### src/eovef_pkg.sv
package eovef_pkg;
  // field encodings on the control-field access port
  localparam logic [15:0] FLD_EXIT_BITMAP = 16'h202e;
  localparam logic [15:0] FLD_GUEST_INTR = 16'h4824;
  localparam logic [15:0] FLD_SEC_CTRL = 16'h4100;
  localparam logic [15:0] FLD_EXIT_REASON = 16'h4400;
  // secondary and primary execution controls
  localparam int SEC_EXIT_EN_BIT = 15;
  localparam int PRI_SEC_ACT_BIT = 31;
  // exit-reason word layout
  localparam int XR_BASIC_LSB = 0;
  localparam int XR_BASIC_W = 16;
  localparam int XR_ENCL_BIT = 27;
  localparam logic [15:0] XR_ENCLAVE_OP = 16'h003c;
  // guest interruptibility-state layout
  localparam int GI_IRQ_SHADOW_BIT = 0;
  localparam int GI_STACK_SHADOW_BIT = 1;
  localparam int GI_MGMT_BLOCK_BIT = 2;
  localparam int GI_NMI_BLOCK_BIT = 3;
  localparam int GI_ENCL_BIT = 4;
  // leaf decoding
  localparam int LEAF_BITS = 6;
  localparam int BITMAP_W = 64;
  localparam logic [1:0] PRIV_RING0 = 2'h0;
  // reset values
  localparam logic [63:0] BITMAP_RST = 64'h0;
  localparam logic [31:0] GUEST_INTR_RST = 32'h0;
  localparam logic [31:0] SEC_CTRL_RST = 32'h0;
  localparam logic [31:0] EXIT_REASON_RST = 32'h0;
endpackage : eovef_pkg
### src/eovef_leaf_if.sv
`timescale 1ns/1ps
interface eovef_leaf_if;
  logic [31:0] leaf;
  logic [1:0] priv_level;
  logic [63:0] bitmap;
  logic exit_en;
  logic priv_fault;
  logic bitmap_exit;
  modport core (
    output leaf,
    output priv_level,
    output bitmap,
    output exit_en,
    input priv_fault,
    input bitmap_exit
  );
  modport filter (
    input leaf,
    input priv_level,
    input bitmap,
    input exit_en,
    output priv_fault,
    output bitmap_exit
  );
endinterface : eovef_leaf_if

### src/eovef_core.sv
`timescale 1ns/1ps
//
// Behaviour
// - with exiting enabled, guest enclave ops are checked for a VM exit.
// - exiting disabled at VM entry lets every leaf run without exit.
// - with exiting enabled the 64-bit per-leaf bitmap decides each leaf 0-63; higher leaves never exit.
// - a set bitmap bit for the leaf causes a VM exit.
// - privilege fault outranks the bitmap exit.
// - the bitmap field exists only when exiting enable can be set.
// - without enclave support capability reports exiting enable cannot be 1.
// - without enclave support, VM entry with exiting enable set fails.
// - without enclave support, field read or write of bitmap fails.
// - primary control bit 31 clear forces exiting enable to act as 0; the code does so for ops only, the entry-fail check still reads raw bit 15.
// - exit reason holds basic reason in 15:0, enclave interruption at 27.
// - enclave-op exit reports basic exit reason 60.
// - interruptibility holds four blocking flags at bits 0-3, enclave flag bit 4.
// - exit from inside an enclave sets exit bit 27 and interruptibility bit 4.
// - failed-entry exit clears bit 27 and leaves interruptibility bit 4 alone.
module eovef_core (
  // clock and reset
  input wire logic clock,
  input wire logic reset,
  // configuration
  input wire logic enclave_supported,
  input wire logic [31:0] primary_controls,
  // capability report
  output logic cap_exit_en_allowed,
  // control-field access
  input wire logic field_req,
  input wire logic field_wr,
  input wire logic [15:0] field_enc,
  input wire logic [63:0] field_wdata,
  output logic field_ack,
  output logic field_fail,
  output logic [63:0] field_rdata,
  // vm entry
  input wire logic entry_req,
  output logic entry_done,
  output logic entry_fail,
  output logic guest_active,
  // enclave system op in guest
  input wire logic op_req,
  input wire logic [31:0] op_leaf,
  input wire logic [1:0] op_priv_level,
  output logic op_done,
  output logic op_execute,
  output logic op_priv_fault,
  output logic op_vm_exit,
  // other vm exits
  input wire logic exit_req,
  input wire logic [15:0] exit_basic_reason,
  input wire logic exit_in_enclave,
  input wire logic exit_failed_entry,
  output logic exit_done,
  output logic [31:0] exit_reason_out,
  output logic [31:0] guest_intr_out
);
  logic [63:0] bitmap_r;
  logic [31:0] guest_intr_r;
  logic [31:0] sec_ctrl_r;
  logic [31:0] exit_reason_r;
  logic exit_en_latched_r;
  logic guest_active_r;
  logic cap_r;
  logic field_ack_r;
  logic field_fail_r;
  logic [63:0] field_rdata_r;
  logic entry_done_r;
  logic entry_fail_r;
  logic op_done_r;
  logic op_execute_r;
  logic op_priv_fault_r;
  logic op_vm_exit_r;
  logic exit_done_r;
  logic sec_exit_en_eff;
  logic entry_bad;
  logic op_take;
  logic op_exits;
  logic fld_bitmap;
  logic fld_intr;
  logic fld_sec;
  logic fld_xr;
  logic fld_hit_ok;
  logic [63:0] fld_rd_nxt;
  logic intr_write;
  logic sec_write;
  logic [31:0] exit_reason_nxt;
  logic [31:0] guest_intr_nxt;

  eovef_leaf_if lf ();

  eovef_leaf_filter eovef_leaf_filter_i (
    .lf(lf)
  );

  // effective enable as seen at entry time
  assign sec_exit_en_eff = sec_ctrl_r[eovef_pkg::SEC_EXIT_EN_BIT]
    && primary_controls[eovef_pkg::PRI_SEC_ACT_BIT];
  assign entry_bad = !enclave_supported
    && sec_ctrl_r[eovef_pkg::SEC_EXIT_EN_BIT];

  // the filter sees the enable captured at entry, not the live field
  assign lf.leaf = op_leaf;
  assign lf.priv_level = op_priv_level;
  assign lf.bitmap = bitmap_r;
  assign lf.exit_en = exit_en_latched_r;

  // ops only count while the guest runs; a same-cycle exit report takes priority
  assign op_take = op_req && guest_active_r && !exit_req;
  assign op_exits = op_take && lf.bitmap_exit;

  // field decode
  assign fld_bitmap = (field_enc == eovef_pkg::FLD_EXIT_BITMAP) && enclave_supported;
  assign fld_intr = (field_enc == eovef_pkg::FLD_GUEST_INTR);
  assign fld_sec = (field_enc == eovef_pkg::FLD_SEC_CTRL);
  assign fld_xr = (field_enc == eovef_pkg::FLD_EXIT_REASON);
  // exit reason is read-only; writes to it fail
  assign fld_hit_ok = fld_bitmap || fld_intr || fld_sec || (fld_xr && !field_wr);
  assign intr_write = field_req && field_wr && fld_intr;
  assign sec_write = field_req && field_wr && fld_sec;

  always_comb begin
    fld_rd_nxt = 64'h0;
    if (fld_bitmap) begin
      fld_rd_nxt = bitmap_r;
    end else if (fld_intr) begin
      fld_rd_nxt = {32'h0, guest_intr_r};
    end else if (fld_sec) begin
      fld_rd_nxt = {32'h0, sec_ctrl_r};
    end else if (fld_xr) begin
      fld_rd_nxt = {32'h0, exit_reason_r};
    end
  end

  // exit reporting: reason word and enclave interruption flags
  always_comb begin
    exit_reason_nxt = exit_reason_r;
    guest_intr_nxt = intr_write ? field_wdata[31:0] : guest_intr_r;
    if (exit_req) begin
      exit_reason_nxt = 32'h0;
      exit_reason_nxt[eovef_pkg::XR_BASIC_LSB +: eovef_pkg::XR_BASIC_W] =
        exit_basic_reason;
      if (exit_failed_entry) begin
        // guest state untouched, so bit 4 keeps its old value
        exit_reason_nxt[eovef_pkg::XR_ENCL_BIT] = 1'b0;
      end else begin
        exit_reason_nxt[eovef_pkg::XR_ENCL_BIT] = exit_in_enclave;
        guest_intr_nxt[eovef_pkg::GI_ENCL_BIT] = exit_in_enclave;
      end
    end else if (op_exits) begin
      // the op itself runs outside any enclave
      exit_reason_nxt = 32'h0;
      exit_reason_nxt[eovef_pkg::XR_BASIC_LSB +: eovef_pkg::XR_BASIC_W] =
        eovef_pkg::XR_ENCLAVE_OP;
      guest_intr_nxt[eovef_pkg::GI_ENCL_BIT] = 1'b0;
    end
  end

  // control fields
  always_ff @(posedge clock or posedge reset) begin
    if (reset) begin
      bitmap_r <= eovef_pkg::BITMAP_RST;
    end else if (field_req && field_wr && fld_bitmap) begin
      bitmap_r <= field_wdata;
    end
  end

  always_ff @(posedge clock or posedge reset) begin
    if (reset) begin
      sec_ctrl_r <= eovef_pkg::SEC_CTRL_RST;
    end else if (sec_write) begin
      sec_ctrl_r <= field_wdata[31:0];
    end
  end

  // hardware update wins over a same-cycle software write of the flag
  always_ff @(posedge clock or posedge reset) begin
    if (reset) begin
      guest_intr_r <= eovef_pkg::GUEST_INTR_RST;
    end else begin
      guest_intr_r <= guest_intr_nxt;
    end
  end

  always_ff @(posedge clock or posedge reset) begin
    if (reset) begin
      exit_reason_r <= eovef_pkg::EXIT_REASON_RST;
    end else begin
      exit_reason_r <= exit_reason_nxt;
    end
  end

  // field access answer, one cycle after the request
  always_ff @(posedge clock or posedge reset) begin
    if (reset) begin
      field_ack_r <= 1'b0;
      field_fail_r <= 1'b0;
      field_rdata_r <= 64'h0;
    end else begin
      field_ack_r <= field_req;
      field_fail_r <= field_req && !fld_hit_ok;
      field_rdata_r <= (field_req && !field_wr && fld_hit_ok) ? fld_rd_nxt : 64'h0;
    end
  end

  // vm entry: capture the effective enable for the whole guest run
  always_ff @(posedge clock or posedge reset) begin
    if (reset) begin
      entry_done_r <= 1'b0;
      entry_fail_r <= 1'b0;
    end else begin
      entry_done_r <= entry_req && !guest_active_r;
      entry_fail_r <= entry_req && !guest_active_r && entry_bad;
    end
  end

  always_ff @(posedge clock or posedge reset) begin
    if (reset) begin
      guest_active_r <= 1'b0;
    end else if (exit_req || op_exits) begin
      guest_active_r <= 1'b0;
    end else if (entry_req && !guest_active_r && !entry_bad) begin
      guest_active_r <= 1'b1;
    end
  end

  // held for the whole run, so a mid-run write only counts from the next entry
  always_ff @(posedge clock or posedge reset) begin
    if (reset) begin
      exit_en_latched_r <= 1'b0;
    end else if (entry_req && !guest_active_r && !entry_bad && !exit_req) begin
      exit_en_latched_r <= sec_exit_en_eff;
    end
  end

  // enclave op verdict, one cycle after the request
  always_ff @(posedge clock or posedge reset) begin
    if (reset) begin
      op_done_r <= 1'b0;
      op_execute_r <= 1'b0;
      op_priv_fault_r <= 1'b0;
      op_vm_exit_r <= 1'b0;
    end else begin
      op_done_r <= op_take;
      op_priv_fault_r <= op_take && lf.priv_fault;
      op_vm_exit_r <= op_exits;
      op_execute_r <= op_take && !lf.priv_fault && !lf.bitmap_exit;
    end
  end

  always_ff @(posedge clock or posedge reset) begin
    if (reset) begin
      exit_done_r <= 1'b0;
    end else begin
      exit_done_r <= exit_req || op_exits;
    end
  end

  // a part without enclave support never offers the 1-setting
  always_ff @(posedge clock or posedge reset) begin
    if (reset) begin
      cap_r <= 1'b0;
    end else begin
      cap_r <= enclave_supported;
    end
  end

  assign cap_exit_en_allowed = cap_r;
  assign field_ack = field_ack_r;
  assign field_fail = field_fail_r;
  assign field_rdata = field_rdata_r;
  assign entry_done = entry_done_r;
  assign entry_fail = entry_fail_r;
  assign guest_active = guest_active_r;
  assign op_done = op_done_r;
  assign op_execute = op_execute_r;
  assign op_priv_fault = op_priv_fault_r;
  assign op_vm_exit = op_vm_exit_r;
  assign exit_done = exit_done_r;
  assign exit_reason_out = exit_reason_r;
  assign guest_intr_out = guest_intr_r;
endmodule : eovef_core

### src/eovef_leaf_filter.sv
`timescale 1ns/1ps
module eovef_leaf_filter (
  // decision request and verdict
  eovef_leaf_if.filter lf
);
  logic leaf_in_map;
  logic leaf_bit;

  // leaves beyond the bitmap have no bit, so they never exit by the bitmap
  assign leaf_in_map = (lf.leaf[31:eovef_pkg::LEAF_BITS] == '0);
  assign leaf_bit = lf.bitmap[lf.leaf[eovef_pkg::LEAF_BITS-1:0]];
  assign lf.priv_fault = (lf.priv_level != eovef_pkg::PRIV_RING0);
  // privilege check first, bitmap only when it passes
  assign lf.bitmap_exit = !lf.priv_fault && lf.exit_en && leaf_in_map && leaf_bit;
endmodule : eovef_leaf_filter

### config.mk
export PLATFORM = sky130hd
export DESIGN_NAME = eovef_core
export DESIGN_NICKNAME = d
export VERILOG_FILES = /design/src/eovef_pkg.sv /design/src/eovef_leaf_if.sv /design/src/eovef_core.sv /design/src/eovef_leaf_filter.sv
export SDC_FILE = /design/constraint.sdc
export NUM_CORES = 1
export LEC_CHECK = 0
export BUFFER_PORTS_ARGS = -buffer_cell sky130_fd_sc_hd__clkbuf_2
export CORE_MARGIN = 8
export CORE_UTILIZATION = 40
export CTS_CLUSTER_DIAMETER = 100
export CTS_CLUSTER_SIZE = 24
export DETAILED_ROUTE_END_ITERATION = 8
export PLACE_DENSITY_LB_ADDON = 0.15
export SLEW_MARGIN = 20
export SYNTH_ARGS = -nofsm -noshare
export SYNTH_HDL_FRONTEND = slang
export SYNTH_SLANG_ARGS = --single-unit
### constraint.sdc
create_clock -name clock -period 16.8 [get_ports clock]
set_input_delay 0.84 -clock clock [delete_from_list [all_inputs] [get_ports clock]]
set_output_delay 0.84 -clock clock [all_outputs]
set_load 0.01 [all_outputs]
======== Yosys cells after proc, flatten, opt, wreduce, memory -nomap -nowiden ========
Cells that the tools add are included.
word-level totals
  bits in registers ....................... 236
  input port bits ......................... 172
  output and inout bits ................... 139
  word-level logic and storage cells ...... 79
cells by class
  magnitude comparators ................... 1
  eq/ne operators ......................... 4
  mux-type cells .......................... 16
  reductions and logical operators ........ 40
operators by type and width
  cell                                                                      number
  32-bit 2-to-1 mux                                                         5
  64-bit 2-to-1 mux                                                         2
  16-bit by 15-bit equality test with 1-bit output (second input constant)  3
  26-bit logical NOT                                                        1
  1-bit logical AND                                                         24
  16-bit by 14-bit equality test with 1-bit output (second input constant)  1
  1-bit logical NOT                                                         8
  6-bit by 7-bit < comparator with 1-bit output (second input constant)     1
  1-bit 2-to-1 mux                                                          7
  1-bit binary-select mux with 6-bit select                                 1
  2-bit nonzero test                                                        3
  5-bit 2-to-1 mux                                                          1
  1-bit logical OR                                                          4

======== Logic depth before layout (Yosys ltp) ========
  depth after elaboration ................. 8
  depth in mapped cells ................... 9

======== Cells and area by module ========
From an unflattened synthesis, not the netlist that was laid out.
second synthesis, totals
  cell total of the unflattened synthesis .. 728
  area, all modules ....................... 9595.5 µm²
by module, submodules not included
  module             times used  cells an instance  area an instance (µm²)  seq. area each (µm²)
  eovef_core         1           666                8902.3                  5530.3
  eovef_leaf_filter  1           62                 693.2                   0.0

======== Worst setup path after synthesis ========
No wires, ideal clock.
  path type ............................... input to register
  start point ............................. in field_enc[6]
  end point ............................... reg bitmap_r[53]
  arrival ................................. 2.525 ns
  slack ................................... 14.151 ns
  stages .................................. 4
  cells stage by stage .................... or4_4 > nor4_4 > buf_6 > mux2_2
between the ends
  longest elaborated chain between the ends .. 3
ends and longest elaborated chain
  element                                           RTL line           text
  from (decl)                                       eovef_core.sv:31   input wire logic [15:0] field_enc,
  16-bit by 14-bit equality test with 1-bit output  eovef_core.sv:113  assign fld_bitmap = (field_enc == eovef_pkg::FLD_EXIT_BITMAP) && enclave_supported;
  1-bit logical AND                                 eovef_core.sv:113
  1-bit logical AND                                 eovef_core.sv:163  end else if (field_req && field_wr && fld_bitmap) begin
  to (signal assigned)                              eovef_core.sv:162  bitmap_r <= eovef_pkg::BITMAP_RST;
  to (signal assigned)                              eovef_core.sv:164  bitmap_r <= field_wdata;
  to (decl)                                         eovef_core.sv:58   logic [63:0] bitmap_r;
No other way between the ends.
A chain may end at the register's enable or synchronous reset.

======== Worst setup path after layout ========
  start point ............................. in field_enc[6]
  end point ............................... reg sec_ctrl_r[19]
between the ends
  longest elaborated chain between the ends .. 2
ends and longest elaborated chain
  element                                           RTL line           text
  16-bit by 15-bit equality test with 1-bit output  eovef_core.sv:115  assign fld_sec = (field_enc == eovef_pkg::FLD_SEC_CTRL);
  1-bit logical AND                                 eovef_core.sv:120  assign sec_write = field_req && field_wr && fld_sec;
  to (signal assigned)                              eovef_core.sv:170  sec_ctrl_r <= eovef_pkg::SEC_CTRL_RST;
  to (signal assigned)                              eovef_core.sv:172  sec_ctrl_r <= field_wdata[31:0];
  to (decl)                                         eovef_core.sv:60   logic [31:0] sec_ctrl_r;
No other way between the ends.

==> impl.org <==
** Timing
- Final hold violation count :: 0
- Setup violations remaining at the end of the flow were counted as 0.
- Setup total negative slack on the finished layout was measured at 0 ns.
- Clock skew after layout :: 0.0226 ns
- Measured against its own limit, the worst slew margin works out to 27.4%.
- Top achievable clock speed :: 290 MHz
- Setup repair after global routing left no endpoint under its margin.
- The worst path in the final design needs a cycle of 3.45 ns, including I/O delays and setup.
- The max-slew violation total from the final report was 0.
- Tightest Pin Transition :: 1.09 ns
- After layout, the worst setup slack is 13.35 ns.
- Final clock period utilization by the worst path :: 20.5%

** Placed design
- Summed over all nets, the half-perimeter wirelength after detailed placement is 17700 um.
- RD Place Congestion :: 0.754
- Place WS :: 12.80 ns
- Instance count after placement with tap cells included :: 1170
- Port buffer count :: 264

** Worst setup path
- STA classifies the critical path endpoint as a register.
- Maximum fanout along the worst path :: 35
- For the worst setup path, the data arrival time is 3.78 ns.
- Data required time of the critical path :: 17.13 ns
- Category of the most critical setup path :: input pin to register
- STA classifies the critical path startpoint as an input pin.
- In this run the critical register-to-register path is launched from bitmap_r[14]$_DFFE_PP0P_.
- Launch point of the critical path :: field_enc[6]

** Logic synthesis
- Synthesized cell area :: 9190 um^2
- The number of different library cells used by synthesis comes to 39.
- Sequential fraction of the synthesis area :: 60.2%
- The cell count after synthesis came out at 652.
- In this run the mean area of a mapped cell was 14.1 um^2.
- Ys Warns :: 0
- Number of register bits inferred by synthesis :: 221
- Primary FF master, synth :: sky130_fd_sc_hd__dfrtp_1
- In the synthesized netlist the async set-or-reset flop fraction comes to 100%.
- Post-synth EDFFs :: 0

** CTS
- CTS max path bufs :: 3
- CTS Hold Buffers Added :: 0
- The number of setup buffers added after CTS is 0.
- Clock latency reported for the late side of the worst-skew pair :: 0.47 ns
- CTS tree :: built
- After clock tree synthesis, the clock-pin slew on the worst setup and hold paths is 0.09 ns.
- The tree is rooted in a sky130_fd_sc_hd__clkbuf_16.
- Clock tree synthesis found a total of 221 sinks.
- Number of buffers added by the clock tree synthesis step :: 13
- CTS-repair resized insts :: 0
- In this run the number of H-tree levels came out at 1.

** Cells and area
- From synthesis to final layout, the design area changed by 20.3%.
- Cells fill 49.0% of the core in the end.
- The sequential cells in the finished layout cover a total of 5530 um^2.
- Share of post-route cells with drive strength above 1 :: 49.1%
- The layout has 2032 filler cells.
- Once layout is complete, the cells apart from fillers number 1184.
- Ant. Diodes :: 0
- Multi-input gate area :: 3380 um^2
- Fin nets :: 1072

** Pwr
- Power comes to 915 uW.
- Power spread over the standard cell area amounts to 82.7 nW/um^2.
- The analysis attributes to cell leakage a power of 0.00582 uW.
- VDD IR max :: 0.0845 mV

** Route
- Top routing layer in use :: met4
- The routed design uses 12300 um of met2 wire.
- Iter 0 DRT Violations :: 498
- Length of routed met3 wiring :: 1440 um
- After detailed routing, the wire length on met1 is 11400 um.
- Post-DR vias/cell :: 5.35
- First-pass detailed-route iteration total :: 6
- The detail route stage leaves a number of antenna-violating nets equal to 0.
- Total via count in the routed design :: 6338
- In the final routed layout, each cell accounts on average for 21.5 um.
- Total wirelength of the detailed-routed design :: 25500 um
- After detailed routing, the number of remaining DRC violations is 0.

** Worst hold path
- The tightest min-delay check is of the input pin to asynchronous set/reset pin type.

** Global routing
- Global routing finished with a remaining overflow of 0.
- The via count of the first global-routing pass was 6821.
- Global routing consumed, over all layers together, 17.9% of the routing resources.
- Number of antenna violations at the first check in global routing :: 0
- Entering global routing, the biggest net connects 86 pins.
- First-pass GRT wire length :: 40300 um

** Flow run
- The tool flagged a number of max-cap violations equal to 0.

** Floorplanning
- Core footprint :: 22600 um^2
- The floorplan step set the die height to 168 um.
- Initial Util :: 40.7%
- From left edge to right edge, the die measures 168 um.
- Pin placement for this block handled 311 I/O pins.
- Full die area :: 28100 um^2
- In this run the core area contains 55 standard-cell rows.

** Outcome
- Run status :: finished clean
-- per-layer routing --
| metal | vias to the layer above | GRT usage [%] |
|---|---|---|
| met1 | 3230 | 24.6 |
| met4 | 0 | 2.80 |
| met5 | - | 0 |
| met3 | 20 | 3.74 |
| li1 | 2882 | - |
| met2 | 206 | 29.5 |
-- worst max-delay path, cell delays in order --
cell and delay (ns):
sky130_fd_sc_hd__clkbuf_2 0.09, sky130_fd_sc_hd__nor4_1 0.35, sky130_fd_sc_hd__nand4_1 0.28, sky130_fd_sc_hd__nor3b_4 0.22
sky130_fd_sc_hd__buf_4 0.46, sky130_fd_sc_hd__nand3_2 0.92, sky130_fd_sc_hd__mux2_2 0.60
-- logic make-up (layout without fill, tap and decap cells) --
group                  count (synthesis)  in the layout  synth area share [%]
muxes                                154            154                  20.7
DFF                                  221            221                  60.2
AOI/OAI and AO/OA                     77             77                  6.72
and+or+nand+nor                      134            134                  8.26
other                                  1             15                0.0408
buffers and inverters                 65            298                  4.12
-- per-stage QoR --
stage          hold WS (ns)  area (um^2)
4_1_cts               0.472        11100
5_1_grt               0.502        11100
3_5_place_dp          0.492        10700
2_1_floorplan         0.467         9240
3_3_place_gp          0.482        10700
6_report              0.452        11100
-- cells in the final DEF, fill, tap and decap left out, types with 9 or more instances in the layout --
cell type / netlist / routed
sky130_fd_sc_hd__nor2_1: 23 / 23
sky130_fd_sc_hd__nor2b_1: 19 / 18
sky130_fd_sc_hd__and3_1: 32 / 32
sky130_fd_sc_hd__a21oi_1: 22 / 22
sky130_fd_sc_hd__a22o_1: 14 / 14
sky130_fd_sc_hd__dfrtp_1: 221 / 221
sky130_fd_sc_hd__mux2_2: 122 / 122
sky130_fd_sc_hd__nand2_1: 27 / 27
sky130_fd_sc_hd__clkbuf_2: 1 / 264
sky130_fd_sc_hd__mux2i_1: 11 / 11
sky130_fd_sc_hd__clkbuf_16: 0 / 13
sky130_fd_sc_hd__conb_1: 1 / 15
sky130_fd_sc_hd__mux4_2: 16 / 16
sky130_fd_sc_hd__buf_4: 15 / 12
sky130_fd_sc_hd__a222oi_1: 32 / 32
sky130_fd_sc_hd__nor4_1: 9 / 9
-- final cells by class --
cell class / count / share of cell area, %
Clock buffer: 13 / 2.94
Clock inverter: 1 / 0.181
Inverter: 8 / 0.339
Multi-Input combinational cell: 380 / 30.5
Sequential cell: 221 / 50.0
Tap cell: 285 / 3.23
Timing Repair Buffer: 276 / 12.8
-- synth_stat cells (all sizes together), types with 3 or more instances --
master,n,share of area (%)
nor2b,19,1.3
dfrtp,221,60
inv,8,0.33
a222oi,32,3.5
a21oi,22,1.2
nor4,11,0.98
nand4,4,0.27
a22o,14,1.3
nand2,28,1.2
o21ai,3,0.16
mux2i,11,1.2
mux4,16,3.9
mux2,127,16
clkbuf,22,0.91
nor2,23,0.94
nor3,6,0.33
and3,32,2.2
buf,35,2.9
-- power breakdown --
group          internal, uW  switching (uW)  leakage [uW]
combinational          23.7            35.6       0.00261
clock                   143             171      0.000170
sequential              536            4.65       0.00304
-- state kept, by name, indices dropped and copies added, names as in the netlist, 17 cells and up --
register         count
bitmap_r            64
exit_reason_out     17
field_rdata         64
guest_intr_out      32
sec_ctrl_r          32
-- final timing paths --
kind / endpoint / slack (ns) / cells past startpoint
min reg2reg: sec_ctrl_r[0]$_DFFE_PP0P_ / 0.51 / 1
min: guest_intr_out[23]$_DFFE_PP0N_ / 0.45 / 2
max reg2reg: exit_reason_out[11]$_DFFE_PP0P_ / 14.49 / 6
max: sec_ctrl_r[19]$_DFFE_PP0P_ / 13.35 / 7
max in group asynchronous: bitmap_r[15]$_DFFE_PP0P_ / 15.00 / 3
min in group clock: sec_ctrl_r[0]$_DFFE_PP0P_ / 0.51 / 1
Note: power is estimated with default switching activity, not from simulation.
